==> config.mk <==
export PLATFORM = sky130hd
export DESIGN_NAME = sicr_readout
export DESIGN_NICKNAME = d
export VERILOG_FILES = /design/src/pkg/sicr_pkg.sv /design/src/verilog/sicr_readout.sv
export VERILOG_INCLUDE_DIRS = /design/src /design/src/pkg
export SDC_FILE = /design/constraint.sdc
export NUM_CORES = 1
export LEC_CHECK = 0
export BUFFER_PORTS_ARGS = -buffer_cell sky130_fd_sc_hd__clkbuf_2
export CORE_UTILIZATION = 60
export DETAILED_ROUTE_END_ITERATION = 10
export GPL_ROUTABILITY_DRIVEN = 0
export PLACE_DENSITY = 0.85
export SLEW_MARGIN = 40
export SYNTH_ARGS = -nofsm -noshare
export SYNTH_HDL_FRONTEND = slang
export SYNTH_SLANG_ARGS = --single-unit
export TNS_END_PERCENT = 50
==> constraint.sdc <==
create_clock -name core_clk -period 6 [get_ports core_clk]
set_input_delay 0.3 -clock core_clk [delete_from_list [all_inputs] [get_ports core_clk]]
set_output_delay 0.3 -clock core_clk [all_outputs]
set_load 0.02 [all_outputs]
==> src/pkg/sicr_cfg.svh <==
// Purpose: constants of the identifier read-out block
// Assumes: included by the design file and its package users
// Notes:   values in bus order, most significant first
`ifndef SICR_CFG_SVH
`define SICR_CFG_SVH

`define SICR_CMD_ID_FIRST  16'h367c
`define SICR_CMD_ID_SECOND 16'he102
`define SICR_CRC_POLY      8'h31
`define SICR_CRC_INIT      8'hff
`define SICR_ID_WORDS      3'h6
`define SICR_BYTE_BITS     4'h8
`define SICR_LAST_BIT      4'h7
`define SICR_POS_MSB       2'h0
`define SICR_POS_LSB       2'h1
`define SICR_POS_CRC       2'h2
`define SICR_FLOW_MAX      16'sh6590
`define SICR_FLOW_MIN      16'sh9a70
`define SICR_WORD_SHIFT    4'h0

`endif

==> src/pkg/sicr_pkg.sv <==
// Purpose: types of the identifier read-out block
// Assumes: nothing
// Notes:   all state of the top module lives in sicr_state_t
package sicr_pkg;

   typedef enum logic [2:0] {
      SICR_IDLE = 3'b000,
      SICR_ADDR = 3'b001,
      SICR_ACK  = 3'b010,
      SICR_RX   = 3'b011,
      SICR_TX   = 3'b100,
      SICR_MACK = 3'b101
   } sicr_phase_t;

   // open-drain data pin, as seen from the device
   typedef struct packed {
      logic sda_out;
      logic sda_oe;
   } sicr_pin_out_t;

   typedef struct packed {
      logic        [15:0] flow_word;
      logic        [15:0] temp_word;
   } sicr_meas_t;

   typedef struct packed {
      sicr_phase_t   phase;
      logic          scl_q;
      logic          sda_q;
      logic [7:0]    shift;
      logic [3:0]    bit_cnt;
      logic          rd_dir;
      logic          have_hi;
      logic [7:0]    cmd_hi;
      logic          armed;
      logic          id_ready;
      logic [2:0]    word_idx;
      logic [1:0]    pos;
      logic [7:0]    crc;
      logic          mack_ok;
      sicr_pin_out_t pin;
      sicr_meas_t    meas;
   } sicr_state_t;

endpackage

==> src/verilog/sicr_readout.sv <==
// Purpose: I2C target returning product number and serial number with CRC-8
// Assumes: scl and sda inputs already synchronous to core_clk, bus far slower
// Notes:   flow word is clamped, temperature passed through, both presented, not sent on the bus here
`timescale 1ns/1ns
`include "sicr_cfg.svh"

// Notes on behaviour
// - 0x367C then 0xE102 arms identifier read-out; data only after second
// - read returns six 16-bit words, msb first, each followed by crc byte
// - first two words give 32-bit product and revision, msb first
// - lowest 8 bits of product value are silicon revision
// - last four words give 64-bit serial, bits 63:56 down to 7:0
// - each crc covers only the two data bytes just sent
// - flow word is 16-bit two's complement
// - flow word held within -26000 to 26000
// - temperature word 16-bit two's complement, reader divides by 200
module sicr_readout #(
   parameter logic [6:0]  BUS_ADDR    = 7'h40,
   // arbitrary neutral product number, not a real part code
   parameter logic [23:0] PRODUCT_NUM = 24'h0a0b0c,
   parameter logic [7:0]  REVISION    = 8'h01,
   parameter logic [63:0] SERIAL_NUM  = 64'h0123_4567_89ab_cdef
) (
   input  wire logic                core_clk,
   input  wire logic                sys_rst,
   input  wire logic                scl_in,
   input  wire logic                sda_in,
   output logic                     sda_out,
   output logic                     sda_oe,
   input  wire logic [15:0]         flow_raw,
   input  wire logic [15:0]         temp_raw,
   output sicr_pkg::sicr_meas_t     meas_out,
   output logic                     id_ready
);
   import sicr_pkg::*;

   // ************************************************************
   // identifier image and checksum
   // ************************************************************
   // word order of the image
   localparam logic [95:0] ID_IMAGE = {PRODUCT_NUM, REVISION, SERIAL_NUM};

   function automatic logic [7:0] crc8_byte(input logic [7:0] c_in, input logic [7:0] d);
      logic [7:0] c;
      c = c_in;
      for (int i = 7; i >= 0; i--) begin
         if (c[7] ^ d[i]) begin
            c = {c[6:0], 1'b0} ^ `SICR_CRC_POLY;
         end else begin
            c = {c[6:0], 1'b0};
         end
      end
      return c;
   endfunction

   sicr_state_t st_reg;
   sicr_state_t st_next;

   logic        scl_rise;
   logic        scl_fall;
   logic        bus_start;
   logic        bus_stop;
   logic [95:0] id_shifted;
   logic [15:0] cur_word;
   logic [7:0]  cur_byte;
   logic [15:0] cmd_full;

   assign scl_rise   = scl_in & ~st_reg.scl_q;
   assign scl_fall   = ~scl_in & st_reg.scl_q;
   assign bus_start  = scl_in & st_reg.scl_q & st_reg.sda_q & ~sda_in;
   assign bus_stop   = scl_in & st_reg.scl_q & ~st_reg.sda_q & sda_in;
   assign id_shifted = ID_IMAGE << {st_reg.word_idx, `SICR_WORD_SHIFT};
   assign cur_word   = id_shifted[95:80];
   assign cmd_full   = {st_reg.cmd_hi, st_reg.shift};

   // msb, lsb, then checksum of that word
   always_comb begin
      if (st_reg.pos == `SICR_POS_CRC) begin
         cur_byte = st_reg.crc;
      end else if (st_reg.pos == `SICR_POS_MSB) begin
         cur_byte = cur_word[15:8];
      end else begin
         cur_byte = cur_word[7:0];
      end
   end

   // ************************************************************
   // next state
   // ************************************************************
   always_comb begin
      st_next       = st_reg;
      st_next.scl_q = scl_in;
      st_next.sda_q = sda_in;

      // two's complement temperature word passes through unchanged
      st_next.meas.temp_word = temp_raw;
      // clamp flow to sensor output limit
      if ($signed(flow_raw) > $signed(`SICR_FLOW_MAX)) begin
         st_next.meas.flow_word = `SICR_FLOW_MAX;
      end else if ($signed(flow_raw) < $signed(`SICR_FLOW_MIN)) begin
         st_next.meas.flow_word = `SICR_FLOW_MIN;
      end else begin
         st_next.meas.flow_word = flow_raw;
      end

      if (bus_stop) begin
         st_next.phase      = SICR_IDLE;
         st_next.pin.sda_oe = 1'b0;
      end else if (bus_start) begin
         // repeated start is treated like a fresh one
         st_next.phase      = SICR_ADDR;
         st_next.bit_cnt    = 4'h0;
         st_next.pin.sda_oe = 1'b0;
      end else begin
         case (st_reg.phase)
            SICR_IDLE: begin
               st_next.pin.sda_oe = 1'b0;
            end
            SICR_ADDR: begin
               if (scl_rise) begin
                  st_next.shift   = {st_reg.shift[6:0], sda_in};
                  st_next.bit_cnt = st_reg.bit_cnt + 4'h1;
               end else if (scl_fall && st_reg.bit_cnt == `SICR_BYTE_BITS) begin
                  // read header refused until both commands seen
                  if (st_reg.shift[7:1] == BUS_ADDR && (!st_reg.shift[0] || st_reg.id_ready)) begin
                     st_next.phase      = SICR_ACK;
                     st_next.rd_dir     = st_reg.shift[0];
                     st_next.pin.sda_oe = 1'b1;
                     st_next.have_hi    = 1'b0;
                     st_next.word_idx   = 3'h0;
                     st_next.pos        = `SICR_POS_MSB;
                     st_next.crc        = `SICR_CRC_INIT;
                  end else begin
                     st_next.phase = SICR_IDLE;
                  end
               end
            end
            SICR_ACK: begin
               if (scl_fall) begin
                  st_next.bit_cnt = 4'h0;
                  if (st_reg.rd_dir) begin
                     st_next.phase      = SICR_TX;
                     st_next.shift      = cur_byte;
                     st_next.pin.sda_oe = ~cur_byte[7];
                  end else begin
                     st_next.phase      = SICR_RX;
                     st_next.pin.sda_oe = 1'b0;
                  end
               end
            end
            SICR_RX: begin
               if (scl_rise) begin
                  st_next.shift   = {st_reg.shift[6:0], sda_in};
                  st_next.bit_cnt = st_reg.bit_cnt + 4'h1;
               end else if (scl_fall && st_reg.bit_cnt == `SICR_BYTE_BITS) begin
                  st_next.phase      = SICR_ACK;
                  st_next.pin.sda_oe = 1'b1;
                  if (!st_reg.have_hi) begin
                     st_next.cmd_hi  = st_reg.shift;
                     st_next.have_hi = 1'b1;
                  end else begin
                     st_next.have_hi = 1'b0;
                     // arming survives within and across transactions until another command word arrives
                     if (cmd_full == `SICR_CMD_ID_FIRST) begin
                        st_next.armed    = 1'b1;
                        st_next.id_ready = 1'b0;
                     end else if (cmd_full == `SICR_CMD_ID_SECOND && st_reg.armed) begin
                        st_next.armed    = 1'b0;
                        st_next.id_ready = 1'b1;
                     end else begin
                        st_next.armed    = 1'b0;
                        st_next.id_ready = 1'b0;
                     end
                  end
               end
            end
            SICR_TX: begin
               if (scl_fall) begin
                  if (st_reg.bit_cnt == `SICR_LAST_BIT) begin
                     st_next.phase      = SICR_MACK;
                     st_next.pin.sda_oe = 1'b0;
                     if (st_reg.pos == `SICR_POS_CRC) begin
                        st_next.crc      = `SICR_CRC_INIT;
                        st_next.pos      = `SICR_POS_MSB;
                        st_next.word_idx = st_reg.word_idx + 3'h1;
                     end else begin
                        st_next.crc = crc8_byte(st_reg.crc, cur_byte);
                        st_next.pos = st_reg.pos + 2'h1;
                     end
                  end else begin
                     st_next.shift      = {st_reg.shift[6:0], 1'b0};
                     st_next.pin.sda_oe = ~st_reg.shift[6];
                     st_next.bit_cnt    = st_reg.bit_cnt + 4'h1;
                  end
               end
            end
            SICR_MACK: begin
               if (scl_rise) begin
                  st_next.mack_ok = ~sda_in;
               end else if (scl_fall) begin
                  // eighteen bytes then the bus is released
                  if (st_reg.mack_ok && st_reg.word_idx != `SICR_ID_WORDS) begin
                     st_next.phase      = SICR_TX;
                     st_next.bit_cnt    = 4'h0;
                     st_next.shift      = cur_byte;
                     st_next.pin.sda_oe = ~cur_byte[7];
                  end else begin
                     st_next.phase = SICR_IDLE;
                  end
               end
            end
            default: begin
               st_next.phase      = SICR_IDLE;
               st_next.pin.sda_oe = 1'b0;
            end
         endcase
      end
   end

   // ************************************************************
   // state register
   // ************************************************************
   always_ff @(posedge core_clk) begin
      if (sys_rst) begin
         st_reg       <= '0;
         st_reg.scl_q <= 1'b1;
         st_reg.sda_q <= 1'b1;
         st_reg.crc   <= `SICR_CRC_INIT;
      end else begin
         st_reg <= st_next;
      end
   end

   assign sda_out  = st_reg.pin.sda_out;
   assign sda_oe   = st_reg.pin.sda_oe;
   assign meas_out = st_reg.meas;
   assign id_ready = st_reg.id_ready;

endmodule

==> results of run 1 <==
## cell families after synthesis
family	after synthesis	synth area share, %
other cells	1	0.0934
buf+inv	66	10.1
compound gates	90	15.1
xor+xnor	13	3.52
mux	23	6.11
fa+ha+maj	11	3.43
flops	76	37.9
simple gates	185	23.8
## cell type report
cell class / instances / area [um2] / share of cell area, %
Sequential cell: 76 / 1520 / 34.9
Inverter: 12 / 45.0 / 1.03
Multi-Input combinational cell: 323 / 2100 / 48.2
Clock inverter: 6 / 96.3 / 2.21
Timing Repair Buffer: 71 / 360 / 8.27
Tap cell: 77 / 96.3 / 2.21
Clock buffer: 10 / 138 / 3.16
## layout by cell type, fill, tap and decap left out, types with 3 or more instances in the layout
cell       n
or2_2      6
inv_1     12
a211oi_1   6
clkbuf_8  10
clkbuf_2  69
nand2b_1  12
ha_1      11
mux2i_1   20
dfxtp_1   76
xnor2_1    9
nand3b_1   6
a21oi_1   35
nor2b_1   21
o21ai_0   17
nor3_1     8
nand2_1   23
nor4_1     3
and3_1     6
nor2_1    68
nand3_1    9
and2_1     3
o32a_1     4
## worst max-delay path, cell delays in order (launching register included)
cell     delay, ns
dfxtp_1       0.40
inv_1         0.15
ha_1          0.29
or3_1         0.38
o21ai_0       0.16
o32a_1        0.24
xnor3_1       0.48
or4b_1        0.50
o311a_1       0.12
## report_power, final
group	total [mW]	internal, mW	switching, mW	leakage (nW)
sequential	0.525	0.519	0.00547	0.622
combinational	0.0865	0.0322	0.0543	1.18
clock	0.450	0.250	0.200	0.115
total	1.06	0.801	0.260	1.92
## worst max-delay path by stage
stage | from | endpoint | slack, ns | depth (start not counted)
after detailed placement | st_reg[46] | st_reg[40] | 3.20 | 8
after global routing | st_reg[46] | st_reg[40] | 2.97 | 8
after floorplan | st_reg[46] | st_reg[40] | 3.40 | 8
final | st_reg[46] | st_reg[40] | 3.17 | 8
after global placement | st_reg[46] | st_reg[40] | 3.30 | 8
after CTS | st_reg[46] | st_reg[40] | 3.17 | 8
## layer usage
metal | up-vias | global-route usage, %
li1 | 1638 | -
met3 | 25 | 6.73
met2 | 78 | 41.5
met1 | 1491 | 28.7
met5 | - | 0
met4 | 0 | 11.6
## per-stage QoR
stage | area (um2) | instances
5_1_grt | 4360 | 575
6_report | 4360 | 575
4_1_cts | 4350 | 575
3_5_place_dp | 4110 | 559
2_1_floorplan | 4020 | 465
3_3_place_gp | 4110 | 559
==> flow_summary.ini, run 1 <==
[outcome]
status = finished, violations left
violations = DRC

[hold_path]
hold_path_end = meas_out[3]
hold_path.class = primary input to flop
whs_path_depth = 2
min_from = temp_raw[3]

[logic_synthesis]
ys.flop_type = dfxtp_1
synthTopCellsByCount = dfxtp_1, nor2_1, buf_4
synth_top_area_cell = dfxtp_1
syn_nets = 512
synth.avg_cell_area_um2 = 8.63
ys_seq_elements = 76
synth_most_common_cell = dfxtp_1
yosys_warnings = 0
synth_cells = 465
yosysSeqAreaShare_pct = 37.9
synth.area.top_cells = dfxtp_1, buf_4, nor2_1, mux2i_1, a21oi_1
synth_area_um2 = 4020
synth_cell_types = 68
synthArstFlopShare_pct = 0
synth_edf_count = 0
synth_top_area_share_pct = 37.9

[sta]
hold-worst-slack_ns = 0.146
setup_slack_ns = 3.17
slew_headroom_pct = 51.0
rsz0062_at_grt = false
timing.fmax_mhz = 353
drv_slew = 0
min_period_ns = 2.83
hold_viol = 0
fin_crit_sh_pct = 47.2
setup_violations = 0
tns_ns = 0
worstMarginPinSlew_ns = 0.729
finClkSkew_ns = 0.00891

[power_and_ir_drop]
power.total_mw = 1.06
ir_drop_v = 0.000197
cellPowerDensity_nw_per_um2 = 244
cellLeakagePower_nw = 1.92

[detailed_routing]
route.met2.wl_mm = 4.16
drcViolationCount = 2
viasPerCell = 5.62
wire_per_inst_um = 14.4
vias = 3232
antenna_left = 0
finalWirelength_mm = 8.28
dr_wl_met3_um = 364
highest_layer = met4
wirelength_met1_mm = 3.55
drt-initial-drc-count = 164
first_pass_iters = 7

[cts]
cts_hold_buf = 0
clock_sinks = 76
clockRootBuffer = clkbuf_8
numCtsBuffers = 9
clockBufferDepth = 2
clk_pin_slew_ns = 0.09
ctsHtreeMaxLevel = 3
post-cts-setup-buffers = 0
clk_latency_ns = 0.35
tritoncts = built
cts.repair.resized = 0

[layout]
largest_reg_flops = 32
n_fill_cell = 498
final_layout_size_suffix_gt1_share_pct = 21.1
antenna_cells = 0
fin_util_pct = 67.9
nets = 540
areaGrowthSynthToFinish_pct = 8.54

[place]
post-place-ws_ns = 3.20
dp_hpwl_mm = 5.89
port_buffers = 69

[critical_path]
critPathRequiredTime_ns = 6.25
critical_path_class = flop to flop
start_kind = flop
r2r_end = st_reg[40]
endpoint_kind = flop
reg2reg_slack_ns = 3.17
reg2reg_depth = 8
cp.arrival_ns = 3.08
r2r-start = st_reg[46]
cp_max_fo = 6

[global_routing]
gr-usage-all-layers_pct = 24.5
grt_antenna_before_repair = 0
grt-ovfl-total = 0
grt_max_degree = 66
grt_pass1_vias = 2998
grt_pass1_wl_mm = 13.7

[floorplan]
rows = 29
die_h_um = 83.8
initial_utilization_pct = 62.5
dieArea_um2 = 7020
core_region_area_um2 = 6420
dieWidth_um = 83.8
io_pins = 71

[job]
maxCapViolations = 0
No activity file was read; power rests on OpenSTA's default activity.
==> run 2, diff against run 1 <==
--- a/config.mk
+++ b/config.mk
@@ -6,11 +6,12 @@
 export SDC_FILE = /design/constraint.sdc
 export NUM_CORES = 1
 export LEC_CHECK = 0
+export ABC_AREA = 1
 export BUFFER_PORTS_ARGS = -buffer_cell sky130_fd_sc_hd__clkbuf_2
-export CORE_UTILIZATION = 60
+export CORE_UTILIZATION = 51
 export DETAILED_ROUTE_END_ITERATION = 10
 export GPL_ROUTABILITY_DRIVEN = 0
-export PLACE_DENSITY = 0.85
+export PLACE_DENSITY = 0.76
 export SLEW_MARGIN = 40
 export SYNTH_ARGS = -nofsm -noshare
 export SYNTH_HDL_FRONTEND = slang
==> constraint.sdc (replaced) <==
create_clock -name core_clk -period 2.6 [get_ports core_clk]
set_input_delay 0.13 -clock core_clk [delete_from_list [all_inputs] [get_ports core_clk]]
set_output_delay 0.13 -clock core_clk [all_outputs]
set_load 0.02 [all_outputs]
==> run 2 against run 1 <==
The run now ends clean. Sequential power is 140% higher. Combinational power rose to 5.2 times the previous value. Cell count rose by 30%. Wire length grew 16%. Global-route usage is 1.3 points lower. Worst hold slack worse by 0.13 ns. Clock skew grew 0.0038 ns. Largest cell class unchanged. Largest power group unchanged.
==> flow_summary.ini, run 2 <==
[floorplan]
initial_utilization_pct = 53.5
dieArea_um2 = 8560
io_pins = 71
dieWidth_um = 92.5
core_region_area_um2 = 7810
die_h_um = 92.5
rows = 32

[sta]
tns_ns = 0
setup_slack_ns = 0.427
fin_crit_sh_pct = 83.6
drv_slew = 0
timing.fmax_mhz = 460
min_period_ns = 2.17
rsz0062_at_grt = false
finClkSkew_ns = 0.0127
setup_violations = 0
hold_viol = 0

[layout]
nets = 688
antenna_cells = 0
final_layout_size_suffix_gt1_share_pct = 22.0
areaGrowthSynthToFinish_pct = 12.7
fin_area_um2 = 4710
fin_util_pct = 60.3
largest_reg_flops = 32
final_cell_mix = nand2_1, dfxtp_1, inv_1
layout_commonest_cell = nand2_1
stdcell_count = 748

[place]
port_buffers = 69
dp_cells = 714
post-place-ws_ns = 0.484
dpl_cell_area_um2 = 4320
dp_hpwl_mm = 6.93

[power_and_ir_drop]
p_comb_share_pct = 17.1
clkPwrFrac_pct = 35.6
p_int_mw = 1.85
p_sw_mw = 0.775
ir_drop_v = 0.000470
switching_share_pct = 29.5
cellPowerDensity_nw_per_um2 = 558
cellLeakagePower_nw = 2.33
power.share.sequential_pct = 47.3

[logic_synthesis]
synth_cell_types = 38
synth_top_area_cell = dfxtp_1
synthTopCellsByCount = nand2_1, dfxtp_1, inv_1
ys_seq_elements = 76
synth_cells = 587
synth_edf_count = 0
yosysSeqAreaShare_pct = 36.4
synth.area.top_cells = dfxtp_1, nand2_1, a21oi_1, inv_1, buf_4
syn_nets = 634
synthArstFlopShare_pct = 0
synth_top_area_share_pct = 36.4
synth_area_um2 = 4180
synth.avg_cell_area_um2 = 7.12
synth_most_common_cell = nand2_1
yosys_warnings = 0
ys.flop_type = dfxtp_1

[cts]
clk_latency_ns = 0.35
ctsHtreeMaxLevel = 3
clk_pin_slew_ns = 0.08
clock_sinks = 76
clockBufferDepth = 2
post-cts-setup-buffers = 0
tritoncts = built
clockRootBuffer = clkbuf_8
numCtsBuffers = 9

[critical_path]
start_kind = flop
cp_max_fo = 10
critPathRequiredTime_ns = 2.85
endpoint_kind = flop
cp.arrival_ns = 2.42
critical_path_class = flop to flop

[global_routing]
grt_antenna_before_repair = 0
gr-usage-all-layers_pct = 23.2
grt_pass1_wl_mm = 15.9
grt_max_degree = 33
grt-ovfl-total = 0
grt_pass1_vias = 3623

[outcome]
status = complete, no violations

[detailed_routing]
viasPerCell = 5.16
drcViolationCount = 0
drt-initial-drc-count = 237
first_pass_iters = 5
wire_per_inst_um = 12.8
antenna_left = 0
vias = 3860
finalWirelength_mm = 9.60

[job]
maxCapViolations = 0

[hold_path]
hold_path.class = primary input to flop
[run 2: metal layers]
layer	global-route usage, %	part of all wire (%)	up-vias
met5	0	0	-
met4	10.3	2.6	0
met3	4.43	5.8	25
met2	39.6	48	134
met1	28.1	44	1724
li1	-	-	1977
[run 2: power by group through the flow]
stage	registers, mW	logic, mW	clock network [mW]
2_1_floorplan	1.26	0.355	0
3_3_place_gp	1.27	0.413	0
3_5_place_dp	1.27	0.420	0
4_1_cts	1.24	0.444	0.948
5_1_grt	1.25	0.500	1.01
6_report	1.24	0.448	0.936
[run 2: stage by stage]
step,power (mW),hold slack [ns]
final,2.63,0.0120
after global routing,2.76,0.0200
after CTS,2.64,0.00205
after detailed placement,1.69,0.325
after global placement,1.68,0.324
after floorplan,1.62,0.220
[run 2: final timing paths]
path,from,slack (ns),depth (start not counted),endpoint
worst max-delay path,st_reg[47],0.43,12,st_reg[42]
worst min register to register,st_reg[59],0.47,2,st_reg[59]
worst min-delay path,flow_raw[0],0.01,3,meas_out[16]
worst max register to register,st_reg[47],0.43,12,st_reg[42]
[run 2: worst max-delay path, cell delays in order (launching register included)]
cell     delay, ns
dfxtp_1       0.55
inv_2         0.11
ha_1          0.33
nand2_1       0.10
nand2_1       0.08
a21oi_1       0.22
nand2_1       0.12
nand2_1       0.11
nand2_1       0.07
a21oi_1       0.16
nand3_1       0.10
nand3_1       0.08
nand2_1       0.05
[run 2: repair_timing]
item | in CTS | in global routing
setup endpoints to repair | 0 | 0
hold buffers | 18 | 0
hold endpoints to repair | 18 | 0
gates resized for setup | 0 | 0
[run 2: logic make-up after synthesis]
group / count (synthesis) / synth area share [%]
compound gates: 115 / 15.0
xor+xnor: 4 / 0.838
fa+ha+maj: 11 / 3.29
buf+inv: 138 / 16.7
flops: 76 / 36.4
other cells: 1 / 0.0897
simple gates: 242 / 27.7
[run 2: area by class of cell]
class	instances	area, um2
Fill cell	714	3100
Multi-Input combinational cell	373	1960
Sequential cell	76	1520
Timing Repair Buffer	90	548
Inverter	91	347
Clock buffer	10	138
Tap cell	102	128
Clock inverter	6	70.1
==> run 3, diff against run 2 <==
--- a/config.mk
+++ b/config.mk
@@ -8,10 +8,10 @@
 export LEC_CHECK = 0
 export ABC_AREA = 1
 export BUFFER_PORTS_ARGS = -buffer_cell sky130_fd_sc_hd__clkbuf_2
-export CORE_UTILIZATION = 51
+export CORE_UTILIZATION = 56
 export DETAILED_ROUTE_END_ITERATION = 10
 export GPL_ROUTABILITY_DRIVEN = 0
-export PLACE_DENSITY = 0.76
+export PLACE_DENSITY = 0.8
 export SLEW_MARGIN = 40
 export SYNTH_ARGS = -nofsm -noshare
 export SYNTH_HDL_FRONTEND = slang
==> constraint.sdc (replaced) <==
create_clock -name core_clk -period 2.15 [get_ports core_clk]
set_input_delay 0.1075 -clock core_clk [delete_from_list [all_inputs] [get_ports core_clk]]
set_output_delay 0.1075 -clock core_clk [all_outputs]
set_load 0.02 [all_outputs]
==> run 3 against run 2 <==
Clock-buffer cell count down 1. Wire length up 3.7%. First-iteration DRC count rose by 5.9%. Clock skew down 0.0054 ns. Sequential power is 21% higher. Non-clock buffer count rose by 10. Global-route usage grew 3.0 points. Setup slack worse by 0.24 ns. Sequential share of layout area shrank 0.60 points. Total power increased by 24%.
==> flow_summary.ini, run 3 (synthesis gave the netlist of run 2 again) <==
[outcome]
status = complete, no violations

[sta]
timing.fmax_mhz = 510
min_period_ns = 1.96
hold_viol = 0
tns_ns = 0
setup_violations = 0
rsz0062_at_grt = false
drv_slew = 0
fin_crit_sh_pct = 91.2
finClkSkew_ns = 0.00736
hold-worst-slack_ns = 0.0227
setup_slack_ns = 0.189

[global_routing]
grt_pass1_vias = 3594
grt_max_degree = 33
grt-ovfl-total = 0
grt_antenna_before_repair = 0
gr-usage-all-layers_pct = 26.2
grt_pass1_wl_mm = 16.0

[critical_path]
critPathMaxStageDelay_ns = 0.41
start_kind = flop
r2r-start = st_reg[46]
endpoint_kind = flop
reg2reg_slack_ns = 0.19
cp.buffers_inverters = 1
critical-path-top-delay-family = simple AND/OR/NAND/NOR gates
cp_max_fo = 7
cp_slowest_cell = dfxtp_1
crit_start = st_reg[46]
cp_common_cell = nand2_1
cp.arrival_ns = 2.21
critical_path_class = flop to flop
critPathRequiredTime_ns = 2.40
worstPathCellList = inv_2 -> ha_1 -> nand2_1 -> nand2_1 -> a21o_1 -> nand3_1 -> nand2_1 -> nand2_1 -> nand2_1 -> nor2_1 -> nand2_1 -> nand3_1 -> nand2_1

[cts]
clockRootBuffer = clkbuf_8
clk_pin_slew_ns = 0.08
clockBufferDepth = 2
ctsHtreeMaxLevel = 3
post-cts-setup-buffers = 0
numCtsBuffers = 9
clock_sinks = 76
tritoncts = built
clk_latency_ns = 0.35

[power_and_ir_drop]
switching_share_pct = 28.5
power.total_mw = 3.25
p_int_mw = 2.32
clkPwrFrac_pct = 36.5
power.share.sequential_pct = 46.3
ir_drop_v = 0.000351
cellLeakagePower_nw = 2.38
cellPowerDensity_nw_per_um2 = 677
p_sw_mw = 0.926
p_comb_share_pct = 17.3

[detailed_routing]
antenna_left = 0
first_pass_iters = 5
viasPerCell = 5.26
drt-initial-drc-count = 251
wire_per_inst_um = 13.2
drcViolationCount = 0
finalWirelength_mm = 9.96
vias = 3969

[floorplan]
dieWidth_um = 88.4
initial_utilization_pct = 57.6
dieArea_um2 = 7810
core_region_area_um2 = 7250
die_h_um = 88.4
io_pins = 71
rows = 31

[layout]
largest_reg_flops = 32
final_cell_mix = nand2_1, dfxtp_1, inv_1
areaGrowthSynthToFinish_pct = 14.9
n_fill_cell = 611
nets = 698
final_layout_size_suffix_gt1_share_pct = 22.9
antenna_cells = 0
layout_commonest_cell = nand2_1

[hold_path]
hold_path.class = primary input to flop
min_from = flow_raw[8]

[place]
post-place-ws_ns = 0.133
dp_hpwl_mm = 6.99
port_buffers = 69

[job]
maxCapViolations = 0
[run 3: cell count changes in the layout (fill, tap and decap cells not counted), moves of 2 or more]
cell / change
buf_4: +6
clkinv_4: +2
clkinvlp_4: -2
dlygate4sd3_1: +4
inv_6: -2
[run 3: routing by layer]
layer  part of all wire, %  vias up  global-route usage, %
met5                     0        -                      0
met4                   2.4        0                   12.6
met3                   4.1       21                   3.64
met2                    50      112                   45.6
met1                    43     1848                   31.8
li1                      -     1988                      -
[run 3: power groups by stage]
stage	combinational (mW)	sequential, mW	clock [mW]
2_1_floorplan	0.429	1.53	0
3_3_place_gp	0.499	1.53	0
3_5_place_dp	0.514	1.53	0
4_1_cts	0.550	1.50	1.18
5_1_grt	0.620	1.51	1.26
6_report	0.561	1.50	1.18
[run 3: worst reg2reg max path: stages, from the launching register on]
cell and delay (ns):
dfxtp_1 0.41, inv_2 0.10, ha_1 0.35, nand2_1 0.10, nand2_1 0.07, a21o_1 0.18, nand3_1 0.09, nand2_1 0.10
nand2_1 0.10, nand2_1 0.06, nor2_1 0.12, nand2_1 0.07, nand3_1 0.07, nand2_1 0.04
[run 3: cell type report]
type / instances / area, um2 / area share [%]
repair buffers: 100 / 633 / 13.2
flip-flops and latches: 76 / 1520 / 31.7
inverters: 91 / 347 / 7.22
clock inverters: 6 / 90.1 / 1.88
multi-input cells: 373 / 1960 / 40.9
clock buffers: 9 / 124 / 2.58
well taps: 99 / 124 / 2.58
[run 3: through the flow]
stage                     area [um2]  cells  util (%)
after global placement          4360    717      60.2
after floorplan                 4180    587         -
final                           4800    754      66.2
after detailed placement        4360    717      60.2
after CTS                       4800    754      66.2
after global routing            4800    754      66.2
[run 3: final timing paths]
kind                       end  cells past startpoint
hold reg to reg    cmd_full[8]                      2
setup / recovery    st_reg[42]                     13
setup reg to reg    st_reg[42]                     13
hold / removal    meas_out[24]                      3
[run 3: repair_timing]
| action | CTS | global route |
|---|---|---|
| gates resized for setup | 0 | 3 |
| setup endpoints to repair | 0 | 4 |
| endpoints found under the hold margin | 22 | 0 |
| hold buffers | 22 | 0 |
